<file path="src/adcctl_defs.svh">
`ifndef ADCCTL_DEFS_SVH
`define ADCCTL_DEFS_SVH
// ----------------------------------------
// register offsets
// ----------------------------------------
`define A_RES_LO  5'h00
`define A_RES_HI  5'h01
`define A_ACC1_H  5'h02
`define A_ACC1_L  5'h03
`define A_ACC2_H  5'h04
`define A_ACC2_L  5'h05
`define A_CTL0    5'h06
`define A_CTL1    5'h07
`define A_AUTO    5'h08
`define A_BLANK   5'h09
`define A_PAIR1   5'h0A
`define A_PAIR2   5'h0B
`define A_GAP     5'h0C
`define A_TRIGGER_COUNTER_CONTROL    5'h0D
`define A_TRIGGER_COUNTER_HIGH    5'h0E
`define A_TRIGGER_COUNTER_LOW    5'h0F
`define A_STAT    5'h10
// ----------------------------------------
// field positions and values
// ----------------------------------------
`define B_START   7
`define B_BUSY    6
`define B_EN      5
`define B_FMT     4
`define B_RUN     7
`define B_RETRIG  4
`define B_DUAL    5
`define B_SS      4
`define B_DONE    0
`define CNT_MAN   3'h0
`define CNT_FULL  3'h5
`define GRP_MAX   5'h10
`define MAX_EXT   4'hA
`define TS_PWM    2'h0
`define TS_SW     2'h3
`define R8_ZERO   8'h00
// ----------------------------------------
// timing
// ----------------------------------------
`define CLK_NS      8
`define LEB_UNIT_NS 500
`define GAP_UNIT_NS 1000
`define LEB_UNIT_CYC ((`LEB_UNIT_NS + `CLK_NS - 1) / `CLK_NS)
`define GAP_UNIT_CYC ((`GAP_UNIT_NS + `CLK_NS - 1) / `CLK_NS)
`endif

</file>
<file path="src/adcctl_pkg.sv">
package adcctl_pkg;
  // sequencer states
  typedef enum logic [2:0] {
    ST_IDLE, ST_BLANK, ST_CH1, ST_GAP, ST_CH2
  } adcctl_state_t;
  // analog input routing to the converter
  typedef struct packed {
    logic       ext_en;
    logic [3:0] ext_ch;
    logic [1:0] int_src;
  } adcctl_route_t;
  // register port request
  typedef struct packed {
    logic       wr;
    logic       rd;
    logic [4:0] addr;
    logic [7:0] wdata;
  } adcctl_bus_t;
endpackage : adcctl_pkg

</file>
<file path="src/adcctl_top.sv">
`timescale 1ns/100ps
`include "adcctl_defs.svh"
module adcctl_top import adcctl_pkg::*; (
  // clock and reset
  input  wire logic          i_clk,
  input  wire logic          i_rst,
  // register port
  input  wire adcctl_bus_t   i_bus,
  output logic [7:0]         o_rdata,
  // trigger sources
  input  wire logic          i_pwm0_pin,
  input  wire logic          i_tmr_ovf,
  // analog front end
  output logic               o_conv_power,
  output logic               o_conv_start,
  output adcctl_route_t      o_route,
  output logic [10:0]        o_pin_analog,
  input  wire logic          i_conv_done,
  input  wire logic [11:0]   i_conv_data
);

  // ----------------------------------------
  // state
  // ----------------------------------------
  adcctl_state_t state_reg;
  logic [7:0]    ctl0_reg;
  logic [7:0]    ctl1_reg;
  logic [1:0]    ts_reg;
  logic          retrig_reg;
  logic [2:0]    cnt_sel_reg;
  logic          run_reg;
  logic [4:0]    leb_reg;
  logic [5:0]    pair1_reg;
  logic [4:0]    pair2_reg;
  logic [3:0]    gap_sel_reg;
  logic [7:0]    trigger_counter_control_reg;
  logic [7:0]    trigger_counter_high_reg;
  logic [7:0]    trigger_counter_low_reg;
  logic [11:0]   result_reg;
  logic [15:0]   acc1_reg;
  logic [15:0]   acc2_reg;
  logic          busy_reg;
  logic          done_reg;
  logic [4:0]    grp_cnt_reg;
  logic [11:0]   tmr_reg;
  logic [2:0]    pwm_sync_reg;
  logic          pwm_lvl_reg;
  // ----------------------------------------
  // register decode
  // ----------------------------------------
  wire wr_c0   = i_bus.wr && (i_bus.addr == `A_CTL0);
  wire wr_c1   = i_bus.wr && (i_bus.addr == `A_CTL1);
  wire wr_auto = i_bus.wr && (i_bus.addr == `A_AUTO);
  wire wr_blk  = i_bus.wr && (i_bus.addr == `A_BLANK);
  wire wr_p1   = i_bus.wr && (i_bus.addr == `A_PAIR1);
  wire wr_p2   = i_bus.wr && (i_bus.addr == `A_PAIR2);
  wire wr_gap  = i_bus.wr && (i_bus.addr == `A_GAP);
  wire wr_tcc  = i_bus.wr && (i_bus.addr == `A_TRIGGER_COUNTER_CONTROL);
  wire wr_tch  = i_bus.wr && (i_bus.addr == `A_TRIGGER_COUNTER_HIGH);
  wire wr_tcl  = i_bus.wr && (i_bus.addr == `A_TRIGGER_COUNTER_LOW);
  wire wr_stat = i_bus.wr && (i_bus.addr == `A_STAT);
  wire [7:0] wd = i_bus.wdata;
  // ----------------------------------------
  // mode decode
  // ----------------------------------------
  wire en        = ctl0_reg[`B_EN];
  wire auto_mode = (cnt_sel_reg != `CNT_MAN);
  wire dual      = auto_mode && pair1_reg[`B_DUAL];
  wire fmt_eff   = ctl0_reg[`B_FMT] || auto_mode;
  wire idle      = (state_reg == ST_IDLE);
  // group size from count code; codes five and up all mean sixteen
  wire [4:0] grp_n = (cnt_sel_reg >= `CNT_FULL) ? `GRP_MAX :
                     5'(5'h01 << (cnt_sel_reg - 3'h1));
  // manual start on the high-to-low write of the start bit
  wire man_go = wr_c0 && ctl0_reg[`B_START] && !wd[`B_START]
                && !auto_mode && en && idle;
  // ----------------------------------------
  // trigger selection
  // ----------------------------------------
  wire run_rise = wr_blk && wd[`B_RUN] && !run_reg;
  wire pwm_agree = (pwm_sync_reg[1] == pwm_sync_reg[2]);
  wire pwm_rise  = pwm_agree && pwm_sync_reg[1] && !pwm_lvl_reg;
  // both timer sources arrive as one overflow pulse from the timer
  wire trig_raw = (ts_reg == `TS_PWM) ? pwm_rise :
                  (ts_reg == `TS_SW)  ? run_rise : i_tmr_ovf;
  // arming counts at once, so the software source fires on its own edge
  wire trig = trig_raw && (run_reg || run_rise) && auto_mode && en;
  // ----------------------------------------
  // conversion completion
  // ----------------------------------------
  wire ch1_done = (state_reg == ST_CH1) && i_conv_done;
  wire ch2_done = (state_reg == ST_CH2) && i_conv_done;
  wire conv_end = (ch1_done && !dual) || ch2_done;
  wire grp_last = conv_end && auto_mode
                  && (grp_cnt_reg + 5'h01 == grp_n);
  wire tmr_end  = (tmr_reg == 12'h001);
  wire [11:0] leb_cyc = 12'(({7'h00, leb_reg} + 12'h001) * `LEB_UNIT_CYC);
  wire [11:0] gap_cyc = 12'(({8'h00, gap_sel_reg} + 12'h001) * `GAP_UNIT_CYC);
  // ----------------------------------------
  // input routing
  // ----------------------------------------
  function automatic adcctl_route_t route_std(input logic [2:0] ins,
                                              input logic [3:0] ch);
    adcctl_route_t r;
    r = '0;
    if ((ins >= 3'h1) && (ins <= 3'h4)) begin
      r.int_src = 2'(ins - 3'h1);
    end else begin
      r.ext_en = (ch <= `MAX_EXT);
      r.ext_ch = ch;
    end
    return r;
  endfunction : route_std
  function automatic adcctl_route_t route_pair(input logic [4:0] sel);
    adcctl_route_t r;
    r = '0;
    if (sel[`B_SS]) begin
      r.ext_en = (sel[3:0] <= `MAX_EXT);
      r.ext_ch = sel[3:0];
    end else if (sel[3:0] <= 4'h3) begin
      r.int_src = sel[1:0];
    end
    return r;
  endfunction : route_pair
  // pair routing in dual mode, shared selects otherwise
  wire ch2_phase = (state_reg == ST_GAP) || (state_reg == ST_CH2);
  wire adcctl_route_t route_sel =
    !dual     ? route_std(ctl1_reg[7:5], ctl0_reg[3:0]) :
    ch2_phase ? route_pair(pair2_reg) :
                route_pair(pair1_reg[4:0]);
  // pin takeover mask: drops shared function and pull-up
  wire [10:0] pin_next = (route_sel.ext_en && en) ?
                         11'(11'h001 << route_sel.ext_ch) : 11'h000;
  // ----------------------------------------
  // read mux
  // ----------------------------------------
  wire [7:0] res_hi = fmt_eff ? {4'h0, result_reg[11:8]} :
                                result_reg[11:4];
  wire [7:0] res_lo = fmt_eff ? result_reg[7:0] :
                                {result_reg[3:0], 4'h0};
  wire [7:0] c0_rd = {ctl0_reg[7], busy_reg, ctl0_reg[5],
                      fmt_eff, ctl0_reg[3:0]};
  logic [7:0] rd_val;
  always_comb begin
    case (i_bus.addr)
      `A_RES_LO: rd_val = res_lo;
      `A_RES_HI: rd_val = res_hi;
      `A_ACC1_H: rd_val = acc1_reg[15:8];
      `A_ACC1_L: rd_val = acc1_reg[7:0];
      `A_ACC2_H: rd_val = acc2_reg[15:8];
      `A_ACC2_L: rd_val = acc2_reg[7:0];
      `A_CTL0:   rd_val = c0_rd;
      `A_CTL1:   rd_val = ctl1_reg;
      `A_AUTO:   rd_val = {ts_reg, 1'b0, retrig_reg, 1'b0, cnt_sel_reg};
      `A_BLANK:  rd_val = {run_reg, 2'h0, leb_reg};
      `A_PAIR1:  rd_val = {2'h0, pair1_reg};
      `A_PAIR2:  rd_val = {3'h0, pair2_reg};
      `A_GAP:    rd_val = {4'h0, gap_sel_reg};
      `A_TRIGGER_COUNTER_CONTROL:   rd_val = trigger_counter_control_reg;
      `A_TRIGGER_COUNTER_HIGH:   rd_val = trigger_counter_high_reg;
      `A_TRIGGER_COUNTER_LOW:   rd_val = trigger_counter_low_reg;
      `A_STAT:   rd_val = {7'h00, done_reg};
      default:   rd_val = `R8_ZERO;
    endcase
  end
  // ----------------------------------------
  // trigger pin synchroniser
  // ----------------------------------------
  // level only moves once stages two and three agree, so a glitch
  // caught by the first stage cannot fire a conversion
  always_ff @(posedge i_clk or posedge i_rst) begin
    if (i_rst) begin
      pwm_sync_reg <= 3'h0;
      pwm_lvl_reg  <= 1'b0;
    end else begin
      pwm_sync_reg <= {pwm_sync_reg[1:0], i_pwm0_pin};
      if (pwm_agree) begin
        pwm_lvl_reg <= pwm_sync_reg[1];
      end
    end
  end
  // ----------------------------------------
  // configuration registers
  // ----------------------------------------
  always_ff @(posedge i_clk or posedge i_rst) begin
    if (i_rst) begin
      ctl0_reg    <= `R8_ZERO;
      ctl1_reg    <= `R8_ZERO;
      ts_reg      <= 2'h0;
      cnt_sel_reg <= 3'h0;
      leb_reg     <= 5'h00;
      pair1_reg   <= 6'h00;
      pair2_reg   <= 5'h00;
      gap_sel_reg <= 4'h0;
      trigger_counter_control_reg    <= `R8_ZERO;
      trigger_counter_high_reg    <= `R8_ZERO;
      trigger_counter_low_reg    <= `R8_ZERO;
    end else begin
      if (wr_c0)   ctl0_reg    <= {wd[7], 1'b0, wd[5:0]};
      if (wr_c1)   ctl1_reg    <= wd;
      if (wr_auto) ts_reg      <= wd[7:6];
      if (wr_auto) cnt_sel_reg <= wd[2:0];
      if (wr_blk)  leb_reg     <= wd[4:0];
      if (wr_p1)   pair1_reg   <= wd[5:0];
      if (wr_p2)   pair2_reg   <= wd[4:0];
      if (wr_gap)  gap_sel_reg <= wd[3:0];
      if (wr_tcc)  trigger_counter_control_reg    <= wd;
      if (wr_tch)  trigger_counter_high_reg    <= wd;
      if (wr_tcl)  trigger_counter_low_reg    <= wd;
    end
  end
  // ----------------------------------------
  // hardware-touched flags
  // ----------------------------------------
  // hardware set beats a software clear in the same cycle
  always_ff @(posedge i_clk or posedge i_rst) begin
    if (i_rst) begin
      run_reg    <= 1'b0;
      retrig_reg <= 1'b0;
      done_reg   <= 1'b0;
    end else begin
      if (grp_last)    run_reg <= 1'b0;
      else if (wr_blk) run_reg <= wd[`B_RUN];
      if (trig && busy_reg)      retrig_reg <= 1'b1;
      else if (run_rise)         retrig_reg <= 1'b0;
      else if (wr_auto)          retrig_reg <= retrig_reg && wd[`B_RETRIG];
      if (grp_last)              done_reg <= 1'b1;
      else if (wr_stat && wd[`B_DONE]) done_reg <= 1'b0;
    end
  end
  // ----------------------------------------
  // conversion sequencer
  // ----------------------------------------
  always_ff @(posedge i_clk or posedge i_rst) begin
    if (i_rst) begin
      state_reg    <= ST_IDLE;
      busy_reg     <= 1'b0;
      tmr_reg      <= 12'h000;
      grp_cnt_reg  <= 5'h00;
      o_conv_start <= 1'b0;
    end else begin
      o_conv_start <= 1'b0;
      if (run_rise) grp_cnt_reg <= 5'h00;
      if (!en) begin
        // switching off abandons a conversion in flight
        state_reg <= ST_IDLE;
        busy_reg  <= 1'b0;
      end else begin
        case (state_reg)
          ST_IDLE: begin
            if (man_go || (trig && ts_reg != `TS_PWM)) begin
              state_reg    <= ST_CH1;
              busy_reg     <= 1'b1;
              o_conv_start <= 1'b1;
            end else if (trig) begin
              state_reg <= ST_BLANK;
              tmr_reg   <= leb_cyc;
            end
          end
          ST_BLANK: begin
            if (!run_reg) begin
              state_reg <= ST_IDLE;
            end else if (tmr_end) begin
              state_reg    <= ST_CH1;
              busy_reg     <= 1'b1;
              o_conv_start <= 1'b1;
            end else begin
              tmr_reg <= tmr_reg - 12'h001;
            end
          end
          ST_CH1: begin
            if (i_conv_done) begin
              busy_reg <= 1'b0;
              if (dual) begin
                state_reg <= ST_GAP;
                tmr_reg   <= gap_cyc;
              end else begin
                state_reg <= ST_IDLE;
              end
            end
          end
          ST_GAP: begin
            if (!run_reg) begin
              state_reg <= ST_IDLE;
            end else if (tmr_end) begin
              state_reg    <= ST_CH2;
              busy_reg     <= 1'b1;
              o_conv_start <= 1'b1;
            end else begin
              tmr_reg <= tmr_reg - 12'h001;
            end
          end
          ST_CH2: begin
            if (i_conv_done) begin
              busy_reg  <= 1'b0;
              state_reg <= ST_IDLE;
            end
          end
          default: begin
            state_reg <= ST_IDLE;
            busy_reg  <= 1'b0;
          end
        endcase
        if (conv_end && auto_mode) grp_cnt_reg <= 5'(grp_cnt_reg + 5'h01);
      end
    end
  end
  // ----------------------------------------
  // result and accumulators
  // ----------------------------------------
  // result only moves while enabled, so a disabled converter holds it
  always_ff @(posedge i_clk or posedge i_rst) begin
    if (i_rst) begin
      result_reg <= 12'h000;
    end else if (en && (ch1_done || ch2_done)) begin
      result_reg <= i_conv_data;
    end
  end
  // no reset: the buffers have no defined power-on contents
  always_ff @(posedge i_clk) begin
    if (run_rise) begin
      acc1_reg <= 16'h0000;
      acc2_reg <= 16'h0000;
    end else if (en && auto_mode) begin
      if (ch1_done) acc1_reg <= 16'(acc1_reg + {4'h0, i_conv_data});
      if (ch2_done) acc2_reg <= 16'(acc2_reg + {4'h0, i_conv_data});
    end
  end
  // ----------------------------------------
  // registered outputs
  // ----------------------------------------
  always_ff @(posedge i_clk or posedge i_rst) begin
    if (i_rst) begin
      o_rdata      <= `R8_ZERO;
      o_conv_power <= 1'b0;
      o_route      <= '0;
      o_pin_analog <= 11'h000;
    end else begin
      o_rdata      <= i_bus.rd ? rd_val : `R8_ZERO;
      o_conv_power <= en;
      o_route      <= route_sel;
      o_pin_analog <= pin_next;
    end
  end
endmodule : adcctl_top

</file>
<file path="config.mk">
export PLATFORM = sky130hd
export DESIGN_NAME = adcctl_top
export DESIGN_NICKNAME = d
export VERILOG_FILES = /design/src/adcctl_pkg.sv /design/src/adcctl_top.sv
export VERILOG_INCLUDE_DIRS = /design/src
export SDC_FILE = /design/constraint.sdc
export NUM_CORES = 1
export LEC_CHECK = 0
export BUFFER_PORTS_ARGS = -buffer_cell sky130_fd_sc_hd__clkbuf_2
export CAP_MARGIN = 10
export CORE_MARGIN = 10
export CORE_UTILIZATION = 29
export CTS_CLUSTER_DIAMETER = 60
export DETAILED_ROUTE_END_ITERATION = 10
export PLACE_DENSITY = 0.55
export SETUP_SLACK_MARGIN = 0.2
export SYNTH_ARGS = -nofsm -noshare
export SYNTH_HDL_FRONTEND = slang
export SYNTH_SLANG_ARGS = --single-unit
</file>
<file path="constraint.sdc">
create_clock -name i_clk -period 5.6 [get_ports i_clk]
set_input_delay 1.4 -clock i_clk [delete_from_list [all_inputs] [get_ports i_clk]]
set_output_delay 1.4 -clock i_clk [all_outputs]
set_load 0.02 [all_outputs]
</file>
==> results.py, run 1 <==
metrics = {
    "routing": {
        "drc_errors": 0,
        "wl_per_cell_um": 18.6,
        "dr_total_vias": 8615,
        "wl_um": 30500,
        "drtIter0Drc": 590,
        "drt_pass1_iterations": 6,
        "vias_per_cell": 5.26,
        "postRouteAntennaNets": 0,
    },
    "sta": {
        "setup_slack_ns": 0.838,
        "setup-violations-final": 0,
        "slew_headroom": 0.266,
        "skew_ns": 0.0104,
        "rsz0062_at_grt": "false",
        "fin_crit_sh": 0.850,
        "finalSetupTns_ns": 0,
        "fin_crit_ns": 4.76,
        "slew_violations": 0,
        "worstMarginPinSlew_ns": 1.09,
        "hold_ws_ns": 0.355,
        "fmax_mhz": 210,
        "hold_viol": 0,
    },
    "grt": {
        "grt-ovfl-total": 0,
        "grt_start_max_net_pins": 101,
        "grt_pass1_wl_um": 48100,
        "grt_pass1_vias": 8413,
        "track_usage": 0.138,
        "antenna_found_initial": 1,
    },
    "clocking": {
        "cts_tree": "done",
        "clockBufferDepth": 2,
        "cts-resized-gates": 0,
        "numClockSinks": 164,
        "cts_setup_buffers": 0,
        "cts_buffers": 17,
        "clkSlewWorstSetupHoldPaths_ns": 0.07,
        "hold_buffers": 0,
        "cts_root_buffer": "clkbuf_16",
        "insertion_delay_ns": 0.44,
        "htreeDepth": 4,
    },
    "critical_path": {
        "critical_path_class": "register to register",
        "critPathRequiredTime_ns": 5.96,
        "path_cells": "ha_1, xor2_1, inv_1, fa_1, inv_1, fa_1, inv_1, fa_1, inv_1, ha_1, o21a_1, a31o_2, o41ai_1, xnor2_1, o211a_1, o21ai_1",
        "cp.arrival_ns": 5.12,
        "critPathSlowestCell": "dfrtp_1",
        "startpoint_type": "register",
        "crit_path_frequent_cell": "inv_1",
        "crit_family": "adder cells",
        "r2r_slack_ns": 0.84,
        "crit_buf_inv": 4,
        "end_kind": "register",
        "crit_path_max_fanout": 11,
        "max_stage_delay_ns": 0.62,
    },
    "logic_synthesis": {
        "synth_seq_cells": 164,
        "ys_seq_area_frac": 0.373,
        "synth_cells": 1115,
        "synthFlopType": "dfrtp_1",
        "ys_async_sr_fraction": 0.805,
        "synth_edf_count": 0,
        "ys_types": 72,
        "syn_area_um2": 10600,
        "synth_nets": 1245,
        "yosysWarnings": 0,
        "synth.avg_cell_area_um2": 9.49,
    },
    "die": {
        "core_um2": 35800,
        "rows": 69,
        "ios": 60,
        "die_x_um": 211,
        "die_h_um": 211,
        "dieArea_um2": 44500,
        "start_util": 0.295,
    },
    "hold_path": {
        "hold_path.class": "register to register",
    },
    "layout": {
        "diodes": 0,
        "finalNetCount": 1293,
        "n_fill_cell": 3662,
        "drive_gt1_frac": 0.156,
        "fin_area_um2": 11900,
        "register_area_um2": 3940,
        "synthToLayoutAreaGrowth_pct": 12.8,
        "multi_input_area_um2": 6210,
    },
    "placed_design": {
        "hpwl_um": 23700,
        "dp_slack_ns": 0.818,
        "port-buffer-count": 59,
        "gp_congestion": 0.914,
        "placed_cell_area_um2": 11300,
    },
    "run": {
        "maxCapViolCount": 0,
    },
    "status": {
        "status": "completed",
    },
    "power": {
        "irDropWorstVdd_v": 0.000234,
        "power_density_nw_per_um2": 484,
        "p_leak_nw": 5.34,
    },
}
[synth_stat cells (4+ instances only)]
library cell	instances	area share
nand4_1	7	0.0041
or3_1	11	0.0065
inv_1	77	0.027
and3_1	8	0.0047
a32o_1	4	0.0038
nand3b_1	4	0.0028
a31oi_1	11	0.0065
a22o_1	12	0.0099
nand2b_1	14	0.0083
mux2_2	77	0.082
o21ai_1	18	0.0085
mux2i_1	5	0.0047
a221oi_1	9	0.0074
dfxtp_1	32	0.061
nor4_1	6	0.0035
o21ai_0	43	0.020
dfrtp_1	132	0.31
a21oi_1	72	0.034
nor3_1	28	0.013
nor2b_1	11	0.0065
o31ai_1	4	0.0028
nand2_1	98	0.035
o21a_1	11	0.0078
o211ai_1	5	0.0035
nand3_1	32	0.015
fa_1	24	0.045
xnor2_1	26	0.022
or2_2	4	0.0024
clkbuf_1	23	0.0082
and2_1	8	0.0047
o21bai_1	8	0.0057
a211oi_1	8	0.0057
o22ai_1	10	0.0059
a21o_1	7	0.0050
xor2_1	23	0.019
a222oi_1	10	0.0095
ha_1	74	0.087
buf_2	5	0.0024
nor2_1	85	0.030
a22oi_1	22	0.016
[report_power, final]
part / switching (W) / internal [W] / total, W
clock network: 0.000507 / 0.000706 / 0.00121
logic: 0.00158 / 0.00121 / 0.00279
registers: 0.000330 / 0.00145 / 0.00178
total: 0.00242 / 0.00336 / 0.00578
[path summary, 6_finish.rpt]
| kind | startpoint | end | cells after the start |
|---|---|---|---|
| worst max-delay path | gap_sel_reg[0] | tmr_reg[11] | 16 |
| worst min-delay path | pwm_sync_reg[0] | pwm_sync_reg[1] | 0 |
| worst max register to register | gap_sel_reg[0] | tmr_reg[11] | 16 |
| worst min register to register | pwm_sync_reg[0] | pwm_sync_reg[1] | 0 |
| max in group asynchronous | i_rst | trigger_counter_control_reg[3] | 3 |
| min in group asynchronous | i_rst | o_pin_analog[1] | 2 |
[layer usage]
layer | global-route usage | up-vias | share of wire
li1 | - | 4115 | -
met1 | 0.192 | 4215 | 0.48
met5 | 0 | - | 0
met4 | 0.0290 | 0 | 0.011
met2 | 0.214 | 261 | 0.45
met3 | 0.0282 | 24 | 0.065
[layout by cell type (no fill, tap or decap), types with 6 or more instances in the layout]
master / instances
a211oi_1: 8
dfxtp_1: 32
and2_1: 8
o21a_1: 11
inv_1: 76
clkbuf_2: 59
nand2b_1: 14
nor3_1: 27
ha_1: 74
a222oi_1: 10
clkbuf_16: 17
o21ai_0: 43
nor2b_1: 11
o21ai_1: 18
or3_1: 11
o22ai_1: 10
and3_1: 8
a21o_1: 7
a221oi_1: 9
fa_1: 24
mux2_2: 77
nor2_1: 85
xnor2_1: 26
a22o_1: 12
nand3_1: 32
a31oi_1: 11
xor2_1: 23
a21oi_1: 72
dfrtp_1: 132
nand2_1: 98
nand4_1: 7
nor4_1: 6
o21bai_1: 8
a22oi_1: 22
[cell families (layout without fill, tap and decap cells)]
kind of cell,after synthesis,count (layout),synth area share
fa+ha+maj,98,98,0.133
mux,82,82,0.0867
buf+inv,111,172,0.0414
xor+xnor,49,49,0.0406
compound gates,281,281,0.178
flops,164,164,0.373
simple gates,330,330,0.148
[worst reg2reg max path: stages, from the launching register on]
cell	delay [ns]
dfrtp_1	0.62
ha_1	0.27
xor2_1	0.33
inv_1	0.14
fa_1	0.54
inv_1	0.11
fa_1	0.54
inv_1	0.05
fa_1	0.53
inv_1	0.04
ha_1	0.32
o21a_1	0.15
a31o_2	0.27
o41ai_1	0.32
xnor2_1	0.13
o211a_1	0.22
o21ai_1	0.10
[stage by stage]
step	total power, W	std cells	util
3_5_place_dp	0.00457	1605	0.317
3_3_place_gp	0.00453	1605	0.317
2_1_floorplan	0.00384	1115	-
5_1_grt	0.00632	1637	0.333
4_1_cts	0.00581	1637	0.333
6_report	0.00578	1637	0.333
[layout make-up]
cell class,instances,share of cell area
timing repair buffer,63,0.0272
clock buffer,21,0.0369
multi-input combinational,840,0.520
inverter,77,0.0246
tap,461,0.0483
clock inverter,11,0.0128
sequential,164,0.330
(Power assumes the default switching activity.)
==> run 2, diff against run 1 <==
--- a/config.mk
+++ b/config.mk
@@ -7,12 +7,11 @@
 export NUM_CORES = 1
 export LEC_CHECK = 0
 export BUFFER_PORTS_ARGS = -buffer_cell sky130_fd_sc_hd__clkbuf_2
-export CAP_MARGIN = 10
 export CORE_MARGIN = 10
-export CORE_UTILIZATION = 29
+export CORE_UTILIZATION = 37
 export CTS_CLUSTER_DIAMETER = 60
 export DETAILED_ROUTE_END_ITERATION = 10
-export PLACE_DENSITY = 0.55
+export PLACE_DENSITY = 0.64
 export SETUP_SLACK_MARGIN = 0.2
 export SYNTH_ARGS = -nofsm -noshare
 export SYNTH_HDL_FRONTEND = slang
==> run 2 against run 1 <==
  * Flip-flop and latch count did not move
  * Global-route usage rose by 2.9 points
  * Largest cell class unchanged
  * Largest power group unchanged
  * Sequential power barely moved
  * Non-clock buffer count did not move
  * Critical path depth did not move
  * Register-to-register slack got worse by 0.03 ns
  * Combinational power barely moved
==> results.py, run 2 (synthesized netlist as in run 1, its figures left out) <==
metrics = {
    "power": {
        "sw_frac_of_total": 0.411,
        "net-switching-power_w": 0.00240,
        "power_density_nw_per_um2": 492,
        "irDropWorstVdd_v": 0.000236,
        "p_clk_frac": 0.221,
        "comb_power_share": 0.474,
        "internal_power_w": 0.00344,
        "seq_power_share": 0.305,
        "p_leak_nw": 5.36,
    },
    "placed_design": {
        "gp_congestion": 0.972,
        "port-buffer-count": 59,
        "hpwl_um": 22900,
        "dp_cells": 1522,
        "dp_slack_ns": 0.780,
    },
    "layout": {
        "final_common_cell": "dfrtp_1",
        "diodes": 0,
        "finalNetCount": 1293,
        "final_cell_mix": "132 x dfrtp_1, 98 x nand2_1, 85 x nor2_1, 77 x mux2_2, 76 x inv_1",
        "drive_gt1_frac": 0.158,
        "synthToLayoutAreaGrowth_pct": 12.3,
        "register_area_um2": 3940,
        "stdcell_count": 1554,
        "multi_input_area_um2": 6210,
        "n_fill_cell": 2728,
    },
    "critical_path": {
        "critical_path_class": "register to register",
        "startpoint_type": "register",
        "crit_path_max_fanout": 11,
        "end_kind": "register",
        "timing.rr.start": "gap_sel_reg[0]",
        "cp.arrival_ns": 5.16,
        "critPathSlowestCell": "dfrtp_1",
        "r2r_slack_ns": 0.81,
        "critPathRequiredTime_ns": 5.96,
        "max_stage_delay_ns": 0.61,
        "crit_path_frequent_cell": "inv_1",
        "path_cells": "ha_1, xor2_1, inv_1, fa_1, inv_1, fa_1, inv_1, fa_1, inv_1, ha_1, o21a_1, a31o_2, o41ai_1, xnor2_1, o211a_1, o21ai_1",
        "timing.rr.end": "tmr_reg[11]",
        "ff2ff_path_depth": 16,
    },
    "die": {
        "dieArea_um2": 35800,
        "rows": 61,
        "core_um2": 28000,
        "start_util": 0.378,
        "ios": 60,
        "die_x_um": 189,
        "die_h_um": 189,
    },
    "hold_path": {
        "min_to": "pwm_sync_reg[1]",
        "holdPathStages": 0,
        "hold_path.class": "register to register",
        "hold_start": "pwm_sync_reg[0]",
    },
    "grt": {
        "grt_pass1_wl_um": 47300,
        "grtUsageMet2": 0.254,
        "grtUsageMet3": 0.0428,
        "gr-max-usage-layer": "met2",
        "grt-ovfl-total": 0,
        "grt_pass1_vias": 8427,
        "antenna_found_initial": 0,
        "track_usage": 0.167,
        "grt_start_max_net_pins": 100,
        "grt_util_met1": 0.227,
    },
    "sta": {
        "fmax_mhz": 209,
        "fin_crit_ns": 4.79,
        "slew_headroom": 0.208,
        "setup-violations-final": 0,
        "slew_violations": 0,
        "rsz0062_at_grt": "false",
        "hold_viol": 0,
        "skew_ns": 0.00970,
        "fin_crit_sh": 0.856,
        "worstMarginPinSlew_ns": 1.18,
        "setup_slack_ns": 0.808,
        "finalSetupTns_ns": 0,
    },
    "routing": {
        "drc_errors": 0,
        "dr_total_vias": 8532,
        "wl_um": 29800,
        "drt_pass1_iterations": 7,
        "drtIter0Drc": 799,
        "wl_per_cell_um": 19.2,
        "vias_per_cell": 5.49,
        "postRouteAntennaNets": 0,
    },
    "run": {
        "maxCapViolCount": 0,
    },
    "clocking": {
        "cts_buffers": 17,
        "htreeDepth": 4,
        "cts-resized-gates": 0,
        "cts_setup_buffers": 0,
        "clkSlewWorstSetupHoldPaths_ns": 0.07,
        "numClockSinks": 164,
        "insertion_delay_ns": 0.44,
        "cts_root_buffer": "clkbuf_16",
        "cts_tree": "done",
        "clockBufferDepth": 2,
        "hold_buffers": 0,
    },
    "status": {
        "status": "completed",
    },
}
## run 2: cell count changes in the layout (fill, tap and decap cells not counted)
| cell | delta |
|---|---|
| clkinv_2 | +1 |
| inv_6 | -3 |
| clkinvlp_4 | +1 |
| clkbuf_1 | -2 |
| clkinv_4 | +1 |
| bufinv_16 | +2 |
## run 2: how the worst max path moves through the flow
stage | startpoint | end | slack [ns] | depth (start not counted)
floorplan | i_rst | busy_reg | 0.67 | 1
global placement | gap_sel_reg[0] | tmr_reg[11] | 0.95 | 16
detailed placement | gap_sel_reg[0] | tmr_reg[11] | 0.78 | 16
CTS | gap_sel_reg[0] | tmr_reg[11] | 0.75 | 16
global route | gap_sel_reg[0] | tmr_reg[11] | 0.49 | 16
finish | gap_sel_reg[0] | tmr_reg[11] | 0.81 | 16
## run 2: cell type report
type                    instances  area share
clock inverters                13      0.0175
multi-input cells             840       0.522
clock buffers                  19      0.0364
flip-flops and latches        164       0.332
well taps                     378      0.0398
repair buffers                 63      0.0274
inverters                      77      0.0247
## run 2: worst max-delay path, delay by kind of cell (launching register included)
| family | cells | cell delay [ns] |
|---|---|---|
| adder cells (fa/ha/maj) | 5 | 2.23 |
| AO/OA/AOI/OAI | 5 | 1.06 |
| flip-flops | 1 | 0.61 |
| XOR/XNOR | 2 | 0.47 |
| buffers and inverters | 4 | 0.35 |
## run 2: stage by stage
step           utilization  hold slack (ns)  power (W)  instance area (um2)
2_1_floorplan            -            0.331    0.00384                10600
3_3_place_gp         0.401            0.343    0.00449                11200
3_5_place_dp         0.401            0.345    0.00454                11200
4_1_cts              0.424            0.350    0.00585                11900
5_1_grt              0.424            0.357    0.00634                11900
6_report             0.424            0.347    0.00584                11900
## run 2: layer usage
metal  part of all wire  vias up  routed length [um]
met5                  0        -                   0
met1               0.46     4114               13800
met4              0.019        0                 555
met2               0.45      256               13300
met3              0.071       38                2120
li1                   -     4124                   -
## run 2: power groups by stage
| stage | registers [W] | logic (W) | clock network, W |
|---|---|---|---|
| after floorplan | 0.00167 | 0.00217 | 0 |
| after global placement | 0.00178 | 0.00271 | 0 |
| after detailed placement | 0.00179 | 0.00275 | 0 |
| after CTS | 0.00177 | 0.00277 | 0.00131 |
| after global routing | 0.00182 | 0.00316 | 0.00136 |
| final | 0.00178 | 0.00277 | 0.00129 |
==> run 3, diff against run 2 <==
--- a/config.mk
+++ b/config.mk
@@ -6,8 +6,9 @@
 export SDC_FILE = /design/constraint.sdc
 export NUM_CORES = 1
 export LEC_CHECK = 0
+export ABC_AREA = 1
 export BUFFER_PORTS_ARGS = -buffer_cell sky130_fd_sc_hd__clkbuf_2
-export CORE_MARGIN = 10
+export CORE_MARGIN = 2
 export CORE_UTILIZATION = 37
 export CTS_CLUSTER_DIAMETER = 60
 export DETAILED_ROUTE_END_ITERATION = 10
==> run 3 against run 2 <==
  * Die area down 14%
  * Hold slack better by 0.0068 ns
  * Area after synthesis up 2.6%
  * Non-clock buffer count up 1
  * Clock-buffer cell count up 1
==> results.py, run 3 <==
metrics = {
    "logic_synthesis": {
        "synth_common_cells": "325 x nand2_1, 235 x inv_1, 132 x dfrtp_1, 129 x o21ai_0, 105 x nor2_1",
        "synthFlopType": "dfrtp_1",
        "synth_mux_area_frac": 0.00518,
        "ys_seq_area_frac": 0.363,
        "synth_compound_area_frac": 0.163,
        "synth.most_common_cell": "nand2_1",
        "synth_edf_count": 0,
        "yosys.area_share.simple": 0.223,
        "synth.avg_cell_area_um2": 7.55,
        "synthTopCellsByArea": "dfrtp_1 30%, nand2_1 11%, ha_1 8.5%",
        "synth_xor_area_frac": 0.0218,
        "synth_nets": 1569,
        "synth_top_cell_area_share": 0.304,
        "synth_top_family_by_area": "simple AND/OR/NAND/NOR gates",
        "synth_seq_cells": 164,
        "syn_area_um2": 10900,
        "ys_async_sr_fraction": 0.805,
        "synth_top_area_cell": "dfrtp_1",
        "synth_cells": 1439,
        "synthAdderAreaFrac": 0.129,
        "ys_types": 54,
        "yosysWarnings": 0,
    },
    "power": {
        "net-switching-power_w": 0.00264,
        "power_density_nw_per_um2": 483,
        "sw_frac_of_total": 0.450,
        "internal_power_w": 0.00323,
        "comb_power_share": 0.543,
        "p_clk_frac": 0.207,
        "irDropWorstVdd_v": 0.000465,
        "seq_power_share": 0.250,
        "power_w": 0.00587,
        "p_leak_nw": 6.33,
    },
    "critical_path": {
        "crit_buf_inv": 4,
        "critical_path_class": "register to register",
        "r2r_slack_ns": 1.16,
        "crit_path_max_fanout": 7,
        "max_stage_delay_ns": 0.55,
        "end_kind": "register",
        "critPathSlowestCell": "fa_1",
        "critPathRequiredTime_ns": 5.99,
        "startpoint_type": "register",
        "crit_path_frequent_cell": "nand2_1",
        "crit_family": "adder cells",
        "cp.arrival_ns": 4.82,
        "path_cells": "ha_1, xor2_1, inv_1, fa_1, inv_1, fa_1, inv_1, fa_1, inv_1, ha_1, a21oi_1, nand2_1, nand2_1, nand2_1, a21oi_1, nor2_1, nor2_1, nand2_1, nand3_1, nand3_1, nand2_1",
    },
    "routing": {
        "dr_wl_met2_um": 14100,
        "wl_per_cell_um": 16.5,
        "drtIter0Drc": 862,
        "wl_um": 31200,
        "drc_errors": 0,
        "highest_layer": "met4",
        "drt_pass1_iterations": 6,
        "met3_length_um": 1690,
        "wl_met1_um": 14100,
        "vias_per_cell": 5.14,
        "dr_total_vias": 9732,
        "postRouteAntennaNets": 0,
    },
    "clocking": {
        "numClockSinks": 164,
        "cts_tree": "done",
        "cts-resized-gates": 0,
        "hold_buffers": 0,
        "cts_root_buffer": "clkbuf_16",
        "cts_setup_buffers": 0,
        "clockBufferDepth": 2,
        "cts_buffers": 17,
        "htreeDepth": 4,
        "insertion_delay_ns": 0.46,
        "clkSlewWorstSetupHoldPaths_ns": 0.07,
    },
    "placed_design": {
        "placed_cell_area_um2": 11600,
        "gp_congestion": 0.943,
        "port-buffer-count": 59,
        "dp_slack_ns": 1.17,
        "hpwl_um": 24000,
    },
    "sta": {
        "fin_crit_sh": 0.792,
        "finalSetupTns_ns": 0,
        "setup-violations-final": 0,
        "fmax_mhz": 225,
        "setup_slack_ns": 1.16,
        "slew_headroom": 0.346,
        "skew_ns": 0.0228,
        "hold_viol": 0,
        "slew_violations": 0,
        "worstMarginPinSlew_ns": 0.977,
        "rsz0062_at_grt": "false",
        "fin_crit_ns": 4.44,
    },
    "die": {
        "rows": 62,
        "core_um2": 28800,
        "ios": 60,
        "start_util": 0.377,
        "die_x_um": 175,
        "die_h_um": 175,
        "dieArea_um2": 30700,
    },
    "layout": {
        "final_cell_mix": "325 x nand2_1, 234 x inv_1, 132 x dfrtp_1, 129 x o21ai_0, 105 x nor2_1",
        "final_common_cell": "nand2_1",
        "finalNetCount": 1628,
        "fin_area_um2": 12200,
        "diodes": 0,
        "synthToLayoutAreaGrowth_pct": 11.9,
        "drive_gt1_frac": 0.0920,
    },
    "grt": {
        "track_usage": 0.209,
        "grt_start_max_net_pins": 98,
        "antenna_found_initial": 0,
        "grt_pass1_vias": 9395,
        "grt-ovfl-total": 0,
        "grt_pass1_wl_um": 50000,
    },
    "run": {
        "maxCapViolCount": 0,
    },
    "hold_path": {
        "hold_path.class": "register to register",
    },
    "status": {
        "status": "completed",
    },
}
-- run 3: area by class of cell --
| type | instances | area [um2] |
|---|---|---|
| timing repair buffer | 64 | 333 |
| tap | 384 | 480 |
| sequential | 164 | 3940 |
| inverter | 245 | 925 |
| clock buffer | 20 | 468 |
| clock inverter | 12 | 115 |
| fill | 2904 | 16600 |
| multi-input combinational | 1006 | 5890 |
-- run 3: layer usage --
metal  vias to the layer above  global-route usage
li1                       4829                   -
met1                      4556               0.276
met2                       280               0.333
met3                        67              0.0381
met4                         0              0.0962
met5                         -                   0
-- run 3: power by group through the flow --
stage | clock, W | combinational [W] | sequential, W
final | 0.00121 | 0.00319 | 0.00147
after global routing | 0.00128 | 0.00368 | 0.00149
after CTS | 0.00123 | 0.00320 | 0.00147
after detailed placement | 0 | 0.00318 | 0.00149
after global placement | 0 | 0.00313 | 0.00149
after floorplan | 0 | 0.00242 | 0.00147
-- run 3: cell families (layout without fill, tap and decap cells) --
| kind of cell | Yosys count | after routing |
|---|---|---|
| flip-flops | 164 | 164 |
| multiplexers | 5 | 5 |
| AND/OR/NAND/NOR | 569 | 569 |
| AO/OA/AOI/OAI | 307 | 307 |
| adder cells (fa/ha/maj) | 98 | 98 |
| XOR/XNOR | 27 | 27 |
| buffers and inverters | 269 | 341 |
-- run 3: path summary, 6_finish.rpt --
| kind | from | to | cells past startpoint |
|---|---|---|---|
| setup / recovery | gap_sel_reg[0] | tmr_reg[9] | 21 |
| hold / removal | pwm_sync_reg[0] | pwm_sync_reg[1] | 0 |
| setup reg to reg | gap_sel_reg[0] | tmr_reg[9] | 21 |
| hold reg to reg | pwm_sync_reg[0] | pwm_sync_reg[1] | 0 |
| max in group asynchronous | i_rst | pair2_reg[1] | 3 |
| min in group asynchronous | i_rst | o_conv_start | 2 |
-- run 3: through the flow --
stage	hold WS (ns)	cells	util
final	0.354	1895	0.422
after global routing	0.370	1895	0.422
after CTS	0.356	1895	0.422
after detailed placement	0.341	1863	0.402
after global placement	0.337	1863	0.402
after floorplan	0.331	1439	-
